File: config.mk
export PLATFORM = sky130hd
export DESIGN_NAME = dram_ctrl
export DESIGN_NICKNAME = d
export VERILOG_FILES = /design/src/rtl/dram_ctrl_pkg.sv /design/src/rtl/dram_timer.sv /design/src/rtl/dram_ctrl.sv
export SDC_FILE = /design/constraint.sdc
export NUM_CORES = 1
export LEC_CHECK = 0
export ABC_AREA = 1
export BUFFER_PORTS_ARGS = -buffer_cell sky130_fd_sc_hd__buf_2
export CAP_MARGIN = 20
export CORE_MARGIN = 1
export CORE_UTILIZATION = 61
export DETAILED_ROUTE_END_ITERATION = 16
export PLACE_DENSITY_LB_ADDON = 0.25
export SETUP_SLACK_MARGIN = 0.15
export SYNTH_ARGS = -nofsm -noshare
export SYNTH_HDL_FRONTEND = slang
export SYNTH_HIERARCHICAL = 1
export SYNTH_SLANG_ARGS = --single-unit
File: constraint.sdc
create_clock -name clk_sys_i -period 3.03 [get_ports clk_sys_i]
set_input_delay 0.303 -clock clk_sys_i [delete_from_list [all_inputs] [get_ports clk_sys_i]]
set_output_delay 0.303 -clock clk_sys_i [all_outputs]
set_load 0.01 [all_outputs]
File: src/rtl/dram_ctrl_pkg.sv
package dram_ctrl_pkg;

  // ----------------------------------------------------------------
  // Clock and timing
  // ----------------------------------------------------------------
  localparam int CLK_PERIOD_PS = 25000;
  localparam int ROW_HOLD_NS = 20;
  localparam int RCD_NS = 30;
  localparam int CAS_WIDTH_NS = 100;
  localparam int RAS_WIDTH_NS = 150;
  localparam int RAS_PRECHARGE_NS = 100;
  localparam int COLUMN_PRECHARGE_NS = 60;
  localparam int COLUMN_TO_WRITE_DELAY_NS = 60;
  localparam int ROW_TO_WRITE_DELAY_NS = 110;
  localparam int WRITE_PULSE_NS = 45;
  localparam int ROW_ACCESS_TIME_NS = 150;
  localparam int COLUMN_ACCESS_TIME_NS = 100;
  localparam int REFRESH_INTERVAL_US = 2000;
  localparam int REFRESH_ROWS = 64;
  localparam int POWERUP_REFRESHES = 8;

  // Least times round up to whole cycles
  localparam int ROW_HOLD_CYC = (ROW_HOLD_NS * 1000 + CLK_PERIOD_PS - 1) / CLK_PERIOD_PS;
  localparam int RCD_CYC = (RCD_NS * 1000 + CLK_PERIOD_PS - 1) / CLK_PERIOD_PS;
  localparam int CAS_WIDTH_CYC = (CAS_WIDTH_NS * 1000 + CLK_PERIOD_PS - 1) / CLK_PERIOD_PS;
  localparam int RAS_WIDTH_CYC = (RAS_WIDTH_NS * 1000 + CLK_PERIOD_PS - 1) / CLK_PERIOD_PS;
  localparam int RAS_PRE_CYC = (RAS_PRECHARGE_NS * 1000 + CLK_PERIOD_PS - 1) / CLK_PERIOD_PS;
  localparam int CAS_PRE_CYC =
    (COLUMN_PRECHARGE_NS * 1000 + CLK_PERIOD_PS - 1) / CLK_PERIOD_PS;
  localparam int CWD_CYC =
    (COLUMN_TO_WRITE_DELAY_NS * 1000 + CLK_PERIOD_PS - 1) / CLK_PERIOD_PS;
  localparam int RWD_CYC =
    (ROW_TO_WRITE_DELAY_NS * 1000 + CLK_PERIOD_PS - 1) / CLK_PERIOD_PS;
  localparam int WP_CYC = (WRITE_PULSE_NS * 1000 + CLK_PERIOD_PS - 1) / CLK_PERIOD_PS;
  localparam int CAC_CYC =
    (COLUMN_ACCESS_TIME_NS * 1000 + CLK_PERIOD_PS - 1) / CLK_PERIOD_PS;
  localparam int RAC_CYC = (ROW_ACCESS_TIME_NS * 1000 + CLK_PERIOD_PS - 1) / CLK_PERIOD_PS;
  // Longest time rounds down: refresh interval spread over all rows
  localparam int REFRESH_SPACING_CYC =
    (REFRESH_INTERVAL_US * 1000000 / REFRESH_ROWS) / CLK_PERIOD_PS;

  // ----------------------------------------------------------------
  // Widths and reset values
  // ----------------------------------------------------------------
  localparam int ADDR_W = 12;
  localparam int HALF_W = 6;
  localparam int TIMER_W = 8;
  localparam logic [HALF_W-1:0] REFRESH_ROW_RESET = 6'h00;

  typedef enum logic [1:0] {
    OP_READ,
    OP_EARLY_WRITE,
    OP_READ_MODIFY_WRITE
  } op_kind_t;

endpackage

File: src/rtl/dram_timer.sv
module dram_timer
  import dram_ctrl_pkg::*;
#(
  parameter int W = TIMER_W
) (
  input wire logic clk_sys_i,
  input wire logic rst_b_i,
  input wire logic ce_i,
  input wire logic load_i,
  input wire logic [W-1:0] count_i,
  output logic done_o
);

  logic [W-1:0] count_reg;

  assign done_o = (count_reg == '0);

  always_ff @(posedge clk_sys_i or negedge rst_b_i) begin
    if (!rst_b_i) begin
      count_reg <= '0;
    end else if (ce_i) begin
      if (load_i) begin
        count_reg <= count_i;
      end else if (count_reg != '0) begin
        count_reg <= count_reg - 1'b1;
      end
    end
  end

endmodule

File: src/rtl/dram_ctrl.sv
module dram_ctrl
  import dram_ctrl_pkg::*;
#(
  parameter int REFRESH_SPACING = REFRESH_SPACING_CYC
) (
  input wire logic clk_sys_i,
  input wire logic rst_b_i,
  input wire logic ce_i,
  input wire logic req_valid_i,
  input wire logic [1:0] req_kind_i,
  input wire logic [ADDR_W-1:0] req_addr_i,
  input wire logic req_deselect_i,
  input wire logic req_page_i,
  input wire logic req_wdata_i,
  output logic req_ready_o,
  output logic rsp_valid_o,
  output logic rsp_data_o,
  output logic init_done_o,
  output logic row_strobe_n_o,
  output logic column_strobe_n_o,
  output logic write_enable_n_o,
  output logic chip_select_n_o,
  output logic [HALF_W-1:0] mux_address_pins_o,
  output logic write_data_pin_o,
  input wire logic read_data_pin_i
);

  // ----------------------------------------------------------------
  // State
  // ----------------------------------------------------------------
  typedef enum {
    ST_IDLE, ST_ROW, ST_RCD, ST_CAS, ST_WE, ST_CAS_END,
    ST_PAGE, ST_RAS_END, ST_PRECHARGE
  } state_t;

  state_t state_reg, state_next;
  logic [HALF_W-1:0] col_reg;
  logic [HALF_W-1:0] row_reg;
  logic [HALF_W-1:0] refresh_row_reg;
  logic [3:0] init_cnt_reg;
  logic [31:0] refresh_cnt_reg;
  logic refresh_due_reg;
  logic refreshing_reg;
  logic [1:0] kind_reg;
  logic desel_reg;
  logic timer_load;
  logic [TIMER_W-1:0] timer_count;
  logic timer_done;

  dram_timer #(.W(TIMER_W)) u_timer (
    .clk_sys_i(clk_sys_i),
    .rst_b_i(rst_b_i),
    .ce_i(ce_i),
    .load_i(timer_load),
    .count_i(timer_count),
    .done_o(timer_done)
  );

  // ----------------------------------------------------------------
  // Decode
  // ----------------------------------------------------------------
  wire init_busy = (init_cnt_reg != 4'(POWERUP_REFRESHES));
  wire want_refresh = refresh_due_reg || init_busy;
  wire take_req = req_valid_i && req_ready_o;
  wire is_read = (kind_reg == 2'(OP_READ));
  wire is_early = (kind_reg == 2'(OP_EARLY_WRITE));
  wire is_rmw = (kind_reg == 2'(OP_READ_MODIFY_WRITE));
  // Delayed write waits past both column and row delay minima
  wire [TIMER_W-1:0] rmw_wait = TIMER_W'((CWD_CYC > (RWD_CYC - RCD_CYC - ROW_HOLD_CYC)) ?
    CWD_CYC : (RWD_CYC - RCD_CYC - ROW_HOLD_CYC));
  // Read sample after column access time and column strobe width have both elapsed
  wire [TIMER_W-1:0] cas_hold = TIMER_W'((CAC_CYC > CAS_WIDTH_CYC) ?
    CAC_CYC : CAS_WIDTH_CYC);
  wire page_next = req_valid_i && req_page_i && (req_addr_i[ADDR_W-1:HALF_W] == row_reg) &&
    !want_refresh;

  always_comb begin
    state_next = state_reg;
    timer_load = 1'b0;
    timer_count = '0;
    case (state_reg)
      ST_IDLE: begin
        if (want_refresh || take_req) begin
          state_next = ST_ROW;
          timer_load = 1'b1;
          timer_count = TIMER_W'(ROW_HOLD_CYC);
        end
      end
      ST_ROW: begin
        if (timer_done) begin
          state_next = refreshing_reg ? ST_RAS_END : ST_RCD;
          timer_load = 1'b1;
          timer_count = refreshing_reg ? TIMER_W'(RAS_WIDTH_CYC) : TIMER_W'(RCD_CYC);
        end
      end
      ST_RCD: begin
        if (timer_done) begin
          state_next = ST_CAS;
          timer_load = 1'b1;
          timer_count = is_rmw ? rmw_wait : cas_hold;
        end
      end
      ST_CAS: begin
        if (timer_done) begin
          state_next = is_rmw ? ST_WE : ST_CAS_END;
          timer_load = is_rmw;
          timer_count = TIMER_W'(WP_CYC);
        end
      end
      ST_WE: begin
        if (timer_done) begin
          state_next = ST_CAS_END;
        end
      end
      ST_CAS_END: begin
        state_next = ST_PAGE;
        timer_load = 1'b1;
        timer_count = TIMER_W'(CAS_PRE_CYC);
      end
      ST_PAGE: begin
        // Same-row request taken here goes straight to the column half
        if (take_req) begin
          state_next = ST_RCD;
          timer_load = 1'b1;
          timer_count = TIMER_W'(RCD_CYC);
        end else if (timer_done && !page_next) begin
          state_next = ST_RAS_END;
        end
      end
      ST_RAS_END: begin
        if (timer_done) begin
          state_next = ST_PRECHARGE;
          timer_load = 1'b1;
          timer_count = TIMER_W'(RAS_PRE_CYC);
        end
      end
      ST_PRECHARGE: begin
        if (timer_done) begin
          state_next = ST_IDLE;
        end
      end
      default: state_next = ST_IDLE;
    endcase
  end

  wire ready_next = ce_i && ((state_next == ST_IDLE && !want_refresh) ||
    (state_next == ST_PAGE && page_next));
  wire latch_req = take_req && ((state_reg == ST_IDLE) || (state_reg == ST_PAGE));
  // A request already accepted beats a refresh that became due meanwhile
  wire start_refresh = (state_reg == ST_IDLE) && want_refresh && !take_req;

  // ----------------------------------------------------------------
  // Sequencer and request capture
  // ----------------------------------------------------------------
  always_ff @(posedge clk_sys_i or negedge rst_b_i) begin
    if (!rst_b_i) begin
      state_reg <= ST_IDLE;
      req_ready_o <= 1'b0;
      kind_reg <= 2'h0;
      desel_reg <= 1'b1;
      refreshing_reg <= 1'b0;
      row_reg <= '0;
      col_reg <= '0;
      write_data_pin_o <= 1'b0;
    end else if (ce_i) begin
      state_reg <= state_next;
      req_ready_o <= ready_next;
      if (start_refresh) begin
        refreshing_reg <= 1'b1;
        row_reg <= refresh_row_reg;
      end else if (latch_req) begin
        refreshing_reg <= 1'b0;
        kind_reg <= req_kind_i;
        desel_reg <= req_deselect_i;
        row_reg <= req_addr_i[ADDR_W-1:HALF_W];
        col_reg <= req_addr_i[HALF_W-1:0];
        write_data_pin_o <= req_wdata_i;
      end
    end
  end

  // ----------------------------------------------------------------
  // Pin drive
  // ----------------------------------------------------------------
  wire ras_low = !(state_next == ST_IDLE || state_next == ST_PRECHARGE);
  wire cas_low = (state_next == ST_CAS || state_next == ST_WE);
  // Kind of the access that the next pin state belongs to
  wire early_now = latch_req ? (req_kind_i == 2'(OP_EARLY_WRITE)) : is_early;
  // Early write asserts before column falls; delayed write after wait
  wire we_low = !refreshing_reg && ((early_now && (state_next == ST_RCD || cas_low)) ||
    (is_rmw && state_next == ST_WE));
  wire [HALF_W-1:0] addr_next = (state_next == ST_ROW || state_next == ST_IDLE) ?
    ((start_refresh) ? refresh_row_reg : (latch_req ? req_addr_i[ADDR_W-1:HALF_W] : row_reg)) :
    col_reg;
  wire sample_read = (state_reg == ST_CAS) && timer_done && (is_read || is_rmw) && !desel_reg;
  // Select level follows the access from its first pin edge on
  wire cs_n_next = start_refresh || (latch_req ? req_deselect_i : (desel_reg || refreshing_reg));

  always_ff @(posedge clk_sys_i or negedge rst_b_i) begin
    if (!rst_b_i) begin
      row_strobe_n_o <= 1'b1;
      column_strobe_n_o <= 1'b1;
      write_enable_n_o <= 1'b1;
      chip_select_n_o <= 1'b1;
      mux_address_pins_o <= '0;
      rsp_valid_o <= 1'b0;
      rsp_data_o <= 1'b0;
    end else if (ce_i) begin
      row_strobe_n_o <= !ras_low;
      column_strobe_n_o <= !cas_low;
      write_enable_n_o <= !we_low;
      chip_select_n_o <= cs_n_next;
      mux_address_pins_o <= addr_next;
      rsp_valid_o <= sample_read || ((state_reg == ST_CAS_END) && is_early);
      if (sample_read) begin
        rsp_data_o <= read_data_pin_i;
      end
    end
  end

  // ----------------------------------------------------------------
  // Refresh scheduling
  // ----------------------------------------------------------------
  wire refresh_done = refreshing_reg && (state_reg == ST_RAS_END) && timer_done;

  always_ff @(posedge clk_sys_i or negedge rst_b_i) begin
    if (!rst_b_i) begin
      refresh_row_reg <= REFRESH_ROW_RESET;
      refresh_cnt_reg <= '0;
      refresh_due_reg <= 1'b0;
      init_cnt_reg <= 4'h0;
      init_done_o <= 1'b0;
    end else if (ce_i) begin
      if (refresh_cnt_reg >= 32'(REFRESH_SPACING - 1)) begin
        refresh_cnt_reg <= '0;
      end else begin
        refresh_cnt_reg <= refresh_cnt_reg + 32'h1;
      end
      if (refresh_cnt_reg >= 32'(REFRESH_SPACING - 1)) begin
        refresh_due_reg <= 1'b1;
      end else if (refresh_done) begin
        refresh_due_reg <= 1'b0;
      end
      if (refresh_done) begin
        refresh_row_reg <= refresh_row_reg + 6'h01;
        if (init_busy) begin
          init_cnt_reg <= init_cnt_reg + 4'h1;
        end
      end
      init_done_o <= !init_busy;
    end
  end

endmodule

# --- After elaboration in Yosys (flattened, before gate mapping) ---
# Cells that the tools add are included.
totals:
  ramBits: 0
  inputBits: 22
  rom_bits: 0
  n_memories: 0
  register_bits: 114
  elab_cells: 146
  out_inout_bits: 15
  latch_bits: 0
op_classes:
  n_mux: 38
  div_mod_pow: 0
  order_cmp: 1
  n_addsub: 4
  n_eq_ne: 23
  mul: 0
  n_bitwise: 1
  shift: 0
  reduce_logical: 58
op_table:
  columns: ["op", "count"]
  rows:
  - ["$mux 32", 10]
  - ["$pmux 32 s9", 1]
  - ["$eq 32x3->1 const B", 7]
  - ["$eq 32x4->1 const B", 6]
  - ["$eq 32x2->1 const B", 3]
  - ["$logic_not 32->1", 3]
  - ["$add 32x1->32 const B", 1]
  - ["$eq 32x1->1 const B", 1]
  - ["$eq 32x5->1 const B", 1]
  - ["$ge 32x11->1 const B", 1]
  - ["$pmux 3 s7", 1]
  - ["$logic_and 1x1->1", 20]
  - ["$mux 3", 6]
  - ["$mux 6", 3]
  - ["$mux 8", 2]
  - ["$logic_or 1x1->1", 13]
  - ["$mux 1", 12]
  - ["$reduce_and 2->1", 5]
  - ["$logic_not 1->1", 8]
  - ["$logic_not 8->1", 1]
  - ["$reduce_bool 8->1", 1]
  - ["$sub 8x1->8 const B", 1]
  - ["$add 6x1->6 const B", 1]
  - ["$eq 6x6->1", 1]
  - ["other kinds (11)", 16]

# --- Longest topological paths before layout ---
# Gate-level depths: netlist (run 1).
depth:
  word_depth: 16
  ltp_mapped: 19
  depth_no_buf: 19

# --- Hierarchy ---
# Netlist (run 1), hierarchy kept.
by_module_without_submodules:
  columns: ["module", "seq_area_each_um2", "instances", "area_per_inst_um2", "cells_per_inst"]
  rows:
  - ["dram_ctrl", 2658.8, 1, 5356.4, 662]
  - ["dram_timer", 200.2, 1, 603.1, 94]

# --- Worst setup path before layout (run 1) ---
# No wires, ideal clock.
synth_timing:
  path_type: "register to register"
  startpoint: "reg u_timer.count_reg[0]"
  endpoint: "reg u_timer.count_reg[6]"
  arrival_time_ns: 2.348
  setup_time_ns: 0.117
  synth_period_minus_slack_ns: 2.465
  setup_slack_ns: 0.565
  path_stages_with_launch: 18
  path_buffers: 2
  required_time_ns: 2.913
  cell_sequence: "dfrtp_1 > inv_1 > ha_1 > inv_1 > nor2_1 > nand2_1 > nor2_1 > clkbuf_1 > inv_1 > a21oi_1 > nor3_1 > nand2_1 > inv_1 > buf_2 > nand2_1 > nand3_1 > nand2_1 > o21ai_2"
synth_between:
  elab_chain_len: 5
  word_cells_on_any_way: 10
  classes_between: "1 x add/sub; 5 x mux; 4 x reduce/logical"
synth_rtl:
  columns: ["element", "line_no", "text"]
  rows:
  - ["from (decl)", "dram_timer.sv:14", "logic [W-1:0] count_reg;"]
  - ["from (signal assigned)", "dram_timer.sv:23", "count_reg <= count_i;"]
  - ["from (signal assigned)", "dram_timer.sv:25", "count_reg <= count_reg - 1'b1;"]
  - ["$logic_not 8->1 (*)", "dram_timer.sv:16", "assign done_o = (count_reg == '0);"]
  - ["named net timer_done", "dram_ctrl.sv:48", "logic timer_done;"]
  - ["$mux 1, on equally long branches", null, null]
  - ["$pmux 1 s5 (*)", "dram_ctrl.sv:81", "case (state_reg)"]
  - ["named net timer_load", "dram_ctrl.sv:46", "logic timer_load;"]
  - ["$reduce_bool 2->1 (no source line)", null, null]
  - ["$reduce_and 2->1 (no source line)", null, null]
# The timed path passes the listed nets; every way through them passes the cells marked *. The select of a mux whose other input is x is not followed.
# A chain may end at the register's enable or synchronous reset.

# --- Worst setup path in the final report (run 1) ---
layout_timing:
  startpoint: "reg u_timer.count_reg[0]"
  endpoint: "reg write_enable_n_o"
layout_between:
  elab_chain_len: 12
  word_cells_on_any_way: 21
  classes_between: "3 x eq/ne; 9 x mux; 9 x reduce/logical"
layout_rtl:
  columns: ["element", "line_no", "text"]
  rows:
  - ["$logic_not 8->1 (*)", "dram_timer.sv:16", null]
  - ["named net timer_done", "dram_ctrl.sv:48", null]
  - ["$logic_and 1x1->1", "dram_ctrl.sv:126", "end else if (timer_done && !page_next) begin"]
  - ["$mux 32", "dram_ctrl.sv:126", null]
  - ["$mux 32", "dram_ctrl.sv:122", "if (take_req) begin"]
  - ["$pmux 32 s9 (*)", "dram_ctrl.sv:81", null]
  - ["$eq 32x3->1 / $eq 32x4->1 (equally long branches)", "dram_ctrl.sv:186, dram_ctrl.sv:191", null]
  - ["$logic_or 1x1->1", "dram_ctrl.sv:186", "wire cas_low = (state_next == ST_CAS || state_next == ST_WE);"]
  - ["$logic_or 1x1->1", "dram_ctrl.sv:190", "wire we_low = !refreshing_reg && ((early_now && (state_next == ST_RCD || cas_low)) ||"]
  - ["$logic_and 1x1->1", "dram_ctrl.sv:190", null]
  - ["$logic_or 1x1->1 (*)", "dram_ctrl.sv:190", null]
  - ["$logic_and 1x1->1 (*)", "dram_ctrl.sv:190", null]
  - ["$logic_not 1->1 (*)", "dram_ctrl.sv:211", "write_enable_n_o <= !we_low;"]
  - ["to (signal assigned)", "dram_ctrl.sv:211", null]
  - ["to (decl)", "dram_ctrl.sv:21", "output logic write_enable_n_o,"]
# The timed path passes the listed nets; every way through them passes the cells marked *.

==> results by group, run 1 <==
Synth
  – Most used DFF post-synth: dfrtp_1
  – Sequential area share after synthesis: 48.0%
  – Number of unique standard cell types used by synthesis: 47
  – Post-Syn Area: slightly below 6000 um2
  – Cells after synthesis: 756
  – Yosys Warn Count: 6
  – Avg Cell Area, Syn: 7.88 um2
  – Register bit total from synthesis: 114
  – Synth top area share: 45.8%
  – Largest cells by area after synthesis: dfrtp_1, nand2_1, nor2_1
  – Ys async rst share: 100%
  – Cell accounting for the most synthesized area: dfrtp_1
  – EDFF count, synth: 0

Run
  – Max Cap Viol: 0

Worst setup path
  – CP max FO: 12
  – Setup crit end kind: register
  – CP dominant cell by count: nand2_1
  – Crit path largest cell delay: ~400 ps
  – Data arrival time of the critical path: 3130 ps
  – Startpoint types: register
  – Worst path required time: 3470 ps
  – CP delay by family, top: simple AND/OR/NAND/NOR gates
  – Critical Path, Cell by Cell: inv_1 -> ha_1 -> inv_1 -> nor2_1 -> nand2_1 -> nor2_1 -> buf_4 -> nand2_1 -> inv_1 -> nand4_1 -> nand2_1 -> nand2_1 -> nand3_2 -> nand3_1 -> nand2_1 -> nand2_1 -> nor2_1 -> nor2_1
  – Slowest CP cell: dfrtp_1
  – Critical path class: register to register
  – Worst path bufs/invs: 4

Min path
  – Hold/Removal Path Class: input pin to register

Floorplan
  – CORE AREA: 9370 um2
  – Die H: just over 100 um
  – Die X: 101 um
  – # rows: 35
  – Num ports: 37
  – Die Area: 10200 um2
  – Starting Density: about 64%

Final layout
  – Fraction of layout cells with a size suffix above 1: 16.2%
  – # diodes: 0
  – Multi-input logic area: 2560 um2
  – Filler cells: slightly above 700
  – Nets@finish: 835
  – Commonest non-fill, non-tap cells in the layout: nand2_1, nor2_1, dfrtp_1, inv_1, buf_2
  – Storage element area: 2860 um2
  – Final instance area: roughly 7000 um2
  – Most common cell after layout, fill and taps aside: nand2_1
  – Area Overhead vs Synth: 14.3%

Global routing
  – First-pass GRT wire length: 22.1 mm
  – Antenna violations before repair: 0
  – Vias in the first global route: between 4000 and 5000
  – Global route total overflow: 0
  – Largest net degree at the start of global routing: 63
  – Tot GR Track Use: 28.5%

Clock network
  – CTS clock-pin slew for the worst setup and hold paths: 60 ps
  – CTS tree: yes
  – Clock sink count: 114
  – Clock Latency Late Sink: 520 ps
  – H-tree levels: 4
  – Inserted Clock Buffers: 17
  – Clock buffer depth: 2
  – Clock Root Buffer: clkbuf_8

Drt
  – ANT nets after route: 0
  – Post-route DRC: 0
  – Drt total wl: approximately 13 mm
  – WL per Instance: 13.9 um
  – Drt pass-1 iters: 6
  – Iter 0 DRT Violations: 329
  – Vias per std cell: about 5.2
  – DR vias: slightly below 5000

STA
  – Setup repair after global routing missed its margin: true
  – Slew @ Worst Pin: 683 ps
  – # setup viols final: 0
  – Final clock skew: 6.97 ps
  – Period utilization: 88.8%
  – FMAX: 0.372 GHz
  – Total Neg Setup Slack: 0 ps
  – Worst slew margin: 54.5%
  – Period minus WS final: 2690 ps
  – Final hold vios: 0
  – Max Slew Vio Count: 0

Placement
  – HPWL after DPL: ~9.2 mm
  – Port bufs: 36
  – Placed Area: roughly 6300 um2
  – Routability Congestion: 0.918

Power
  – Max VDD drop: 0.487 mV
  – Leak Pwr: 3.53 nW
  – Overall Power: 5.51 mW
  – PwrDens: roughly 800 nW/um2

Outcome
  – Status: completed
==> through the flow <==
| step | setup slack, ps | instances | hold slack (ps) | utilization (%) |
|---|---|---|---|---|
| 2_1_floorplan | 565 | 760 | 7.41 | - |
| 3_3_place_gp | 443 | 911 | 385 | 66.8 |
| 3_5_place_dp | 389 | 911 | 382 | 66.8 |
| 4_1_cts | 355 | 941 | 2.05 | 72.3 |
| 5_1_grt | 64.6 | 945 | 4.49 | 72.7 |
| 6_report | 339 | 945 | 14.7 | 72.7 |
==> timing repair <==
item / in CTS / in global routing
endpoints found under the hold margin: 47 / 0
setup endpoints to repair: 0 / 10
setup buffers: 0 / 4
resized for setup: 0 / 3
hold buffers: 1 / 0
==> Yosys cell counts, types with 4 or more instances <==
library cell,number
nor3_1,12
dfstp_2,5
dfrtp_1,109
nor4_1,6
nand3_1,34
inv_2,8
xnor2_1,4
a21oi_1,17
o21ai_1,13
mux2_4,5
mux2_2,5
ha_1,7
buf_2,4
clkbuf_1,10
nand4_1,12
nor2_2,8
xor2_1,9
nand2_1,169
nor2_4,5
o21ai_0,29
inv_1,109
nor2_1,128
nand2_2,6
o22ai_1,4
==> power breakdown <==
| group | internal, mW | total, mW | switching, mW | leakage, nW |
|---|---|---|---|---|
| Clock | 1.09 | 1.73 | 0.643 | 0.244 |
| Combinational | 0.624 | 1.81 | 1.19 | 1.79 |
| Sequential | 1.75 | 1.97 | 0.221 | 1.50 |
| Total | 3.46 | 5.51 | 2.05 | 3.53 |
==> final timing paths <==
kind | from | to | slack, ps | cells after the start
setup / recovery | u_timer/count_reg[0]$_DFFE_PN0P_ | write_enable_n_o$_DFFE_PN1P_ | 340 | 18
hold / removal | req_wdata_i | write_data_pin_o$_DFFE_PN0P_ | 10 | 2
setup reg to reg | u_timer/count_reg[0]$_DFFE_PN0P_ | write_enable_n_o$_DFFE_PN1P_ | 340 | 18
hold reg to reg | refresh_cnt_reg[29]$_DFFE_PN0P_ | refresh_cnt_reg[29]$_DFFE_PN0P_ | 480 | 2
max in group asynchronous | rst_b_i | state_reg[2]$_DFFE_PN0P_ | 1910 | 3
min in group asynchronous | rst_b_i | u_timer/count_reg[4]$_DFFE_PN0P_ | 370 | 2
==> area by class of cell <==
cell class / instances / share of cell area, %
repair buffers: 46 / 3.97
inverters: 119 / 6.69
clock inverters: 6 / 0.882
flip-flops and latches: 114 / 42.0
clock buffers: 23 / 6.56
well taps: 129 / 2.37
multi-input cells: 508 / 37.6
==> routing by layer <==
| metal | vias up | wire length, um | GRT usage (%) |
|---|---|---|---|
| met2 | 132 | 6290 | 45.4 |
| li1 | 2461 | - | - |
| met3 | 31 | 597 | 5.13 |
| met1 | 2316 | 5980 | 38.1 |
| met4 | 0 | 293 | 13.5 |
| met5 | - | 0 | 0 |
==> cells by family after synthesis <==
family                     count (synthesis)  synth area share, %
and+or+nand+nor                          396                 29.6
xor gates and xnor gates                  13                 1.91
muxes                                     10                 2.20
DFF                                      114                 48.0
adders and majority gates                  7                 1.47
other                                      1               0.0629
buffers and inverters                    138                 9.43
AOI/OAI and AO/OA                         77                 7.33
Power figures use the tool's default switching activity.
==> inputs of run 2 (changes only) <==
- ABC_AREA: 1 -> 0
==> run 2 against run 1 <==
Compared with the run above:
- clock power about the same
- sequential power up 9.6%
- non-clock buffer count up 10
- combinational power down 2%
- die area down 3.2%
- flip-flop and latch count unchanged
- fmax down 5.2%
- wire length down 4.4%
- critical path type unchanged
==> results by group, run 2 <==
Synth
  – Most frequent cells after synthesis: dfrtp_1, nor2_1, nand2_1
  – Most used DFF post-synth: dfrtp_1
  – EDFF count, synth: 0
  – Top-count cell post-synth: dfrtp_1
  – Yosys Warn Count: 6
  – Number of unique standard cell types used by synthesis: between 70 and 80
  – Largest cells by area after synthesis: dfrtp_1, nor2b_1, nor2_1
  – Register bit total from synthesis: about 110
  – Avg Cell Area, Syn: between 10 and 15 um2
  – Cell accounting for the most synthesized area: dfrtp_1
  – Cells after synthesis: 567
  – Ys async rst share: 100%
  – Post-Syn Area: 5770 um2
  – Synth top area share: 47.3%
  – Sequential area share after synthesis: 49.6%

Final layout
  – # diodes: 0
  – Area Overhead vs Synth: 17.3%
  – Most common cell after layout, fill and taps aside: dfrtp_1
  – Final instance area: 6760 um2
  – Commonest non-fill, non-tap cells in the layout: dfrtp_1, nor2_1, nand2_1, nor2b_1, buf_2
  – Filler cells: 643
  – Fraction of layout cells with a size suffix above 1: 20.1%
  – Nets@finish: 649

Clock network
  – H-tree levels: 4
  – Clock Latency Late Sink: 530 ps
  – Clock sink count: 114
  – Inserted Clock Buffers: 17
  – CTS tree: yes
  – Clock buffer depth: 2
  – CTS clock-pin slew for the worst setup and hold paths: 50 ps
  – Clock Root Buffer: clkbuf_8

STA
  – Setup repair after global routing missed its margin: true
  – # setup viols final: 0
  – Period minus WS final: 2840 ps
  – Total Neg Setup Slack: 0 ps
  – Final clock skew: 6.45 ps
  – FMAX: 0.352 GHz
  – Max Slew Vio Count: 0
  – Slew @ Worst Pin: 869 ps
  – Worst slew margin: 42.1%
  – Final hold vios: 0
  – Period utilization: 93.7%

Worst setup path
  – Worst path bufs/invs: 2
  – CP delay by family, top: simple AND/OR/NAND/NOR gates
  – Setup crit end kind: register
  – Crit path largest cell delay: 470 ps
  – Slowest CP cell: or4_4
  – Worst path required time: 3440 ps
  – Startpoint types: register
  – Reg2Reg Launch Point: u_timer/count_reg[0]$_DFFE_PN0P_
  – Worst setup path startpoint: u_timer/count_reg[0]$_DFFE_PN0P_
  – Depth of the worst register-to-register path: 9
  – Critical path class: register to register
  – Critical Path, Cell by Cell: inv_1 -> ha_2 -> or3b_4 -> nor2_4 -> buf_4 -> nand2_1 -> or3_1 -> or4_4 -> mux2_4
  – Data arrival time of the critical path: 3250 ps
  – CP max FO: 9
  – Critical Path Stages: 9

Placement
  – Placed Area: 6070 um2
  – HPWL after DPL: 8.28 mm
  – Routability Congestion: 0.884
  – Port bufs: 36

Drt
  – Vias per std cell: ~6
  – DR vias: 4538
  – WL per Instance: 16.9 um
  – Drt pass-1 iters: 5
  – Iter 0 DRT Violations: 418
  – Post-route DRC: 0
  – Drt total wl: 12.6 mm
  – ANT nets after route: 0

Power
  – Max VDD drop: approximately 0.64 mV
  – Overall Power: 5.68 mW
  – PwrDens: 840 nW/um2
  – Leak Pwr: 3.10 nW

Outcome
  – Status: completed

Floorplan
  – CORE AREA: around 9200 um2
  – Die X: 99.2 um
  – Num ports: 37
  – # rows: 35
  – Starting Density: 62.7%
  – Die Area: 9840 um2
  – Die H: 99.2 um

Global routing
  – Vias in the first global route: 4329
  – First-pass GRT wire length: 20.7 mm
  – Antenna violations before repair: 0
  – Tot GR Track Use: 27.4%
  – Global route total overflow: 0
  – Largest net degree at the start of global routing: 59

Run
  – Max Cap Viol: 0

Min path
  – Hold/Removal Path Class: input pin to register
  – WHS Path Cells: 2
  – Min-Delay Startpoint: req_addr_i[2]
[run 2: cell types whose count changed after synthesis, sizes merged, moves of 8 or more]
| cell | before | now |
|---|---|---|
| nand3 | 37 | 14 |
| o221ai | 0 | 13 |
| o21ai | 44 | 28 |
| o22a | 0 | 8 |
| inv | 118 | 22 |
| nor4 | 7 | 16 |
| nand2 | 178 | 44 |
| and3 | 1 | 14 |
| nor2b | 0 | 36 |
| a31oi | 1 | 14 |
| nor2 | 141 | 51 |
| xnor2 | 4 | 16 |
[run 2: cell families (layout without fill, tap and decap cells)]
kind of cell	after synthesis	count (layout)	synth area share, %
AO/OA/AOI/OAI	118	118	14.6
flip-flops	114	114	49.6
other	1	5	0.0650
multiplexers	17	17	3.34
AND/OR/NAND/NOR	236	236	23.5
XOR/XNOR	26	26	3.95
buffers and inverters	48	109	3.45
adder cells (fa/ha/maj)	7	7	1.52
[run 2: power breakdown]
| part | internal [mW] | switching, mW | leakage (nW) | total [mW] |
|---|---|---|---|---|
| sequential | 1.82 | 0.341 | 1.50 | 2.16 |
| clock | 1.08 | 0.668 | 0.256 | 1.75 |
| combinational | 0.813 | 0.959 | 1.34 | 1.77 |
| total | 3.71 | 1.97 | 3.10 | 5.68 |
[run 2: final timing paths]
| check | endpoint | slack, ps |
|---|---|---|
| max | rsp_data_o$_DFFE_PN0P_ | 190 |
| min | col_reg[2]$_DFFE_PN0P_ | 20 |
| max reg2reg | rsp_data_o$_DFFE_PN0P_ | 190 |
| min reg2reg | state_reg[18]$_DFFE_PN0P_ | 500 |
| max in group asynchronous | row_strobe_n_o$_DFFE_PN1P_ | 1850 |
| min in group asynchronous | init_cnt_reg[3]$_DFFE_PN0P_ | 380 |
[run 2: routing by layer]
metal	up-vias	share of wire, %	wire (um)	track usage, %
li1	2156	-	-	-
met3	15	5.9	741	6.96
met5	-	0	0	0
met1	2208	46	5740	38.4
met4	0	1.6	198	11.1
met2	159	47	5900	41.1
[run 2: repair_timing]
action	in CTS	in global routing
gates resized for setup	8	5
pin swaps	0	3
endpoints found under the hold margin	62	0
hold buffers	7	0
endpoints found under the setup margin	14	11
setup buffers	0	4
[run 2: final cells by class]
class	count	area [um2]	area share (%)
Sequential cell	114	2860	42.3
Clock buffer	23	477	7.05
Timing Repair Buffer	56	367	5.42
Clock inverter	8	55.1	0.814
Inverter	22	82.6	1.22
Tap cell	111	139	2.05
Multi-Input combinational cell	409	2780	41.2
[run 2: stage by stage]
stage / util (%) / hold WS (ps) / cells / setup WS [ps]
after floorplan: - / 7.41 / 571 / 215
after global placement: 66.0 / 407 / 701 / 206
after detailed placement: 66.0 / 404 / 701 / 13.1
after CTS: 72.9 / 2.05 / 739 / 236
after global routing: 73.5 / 4.73 / 743 / 107
final: 73.5 / 17.1 / 743 / 192
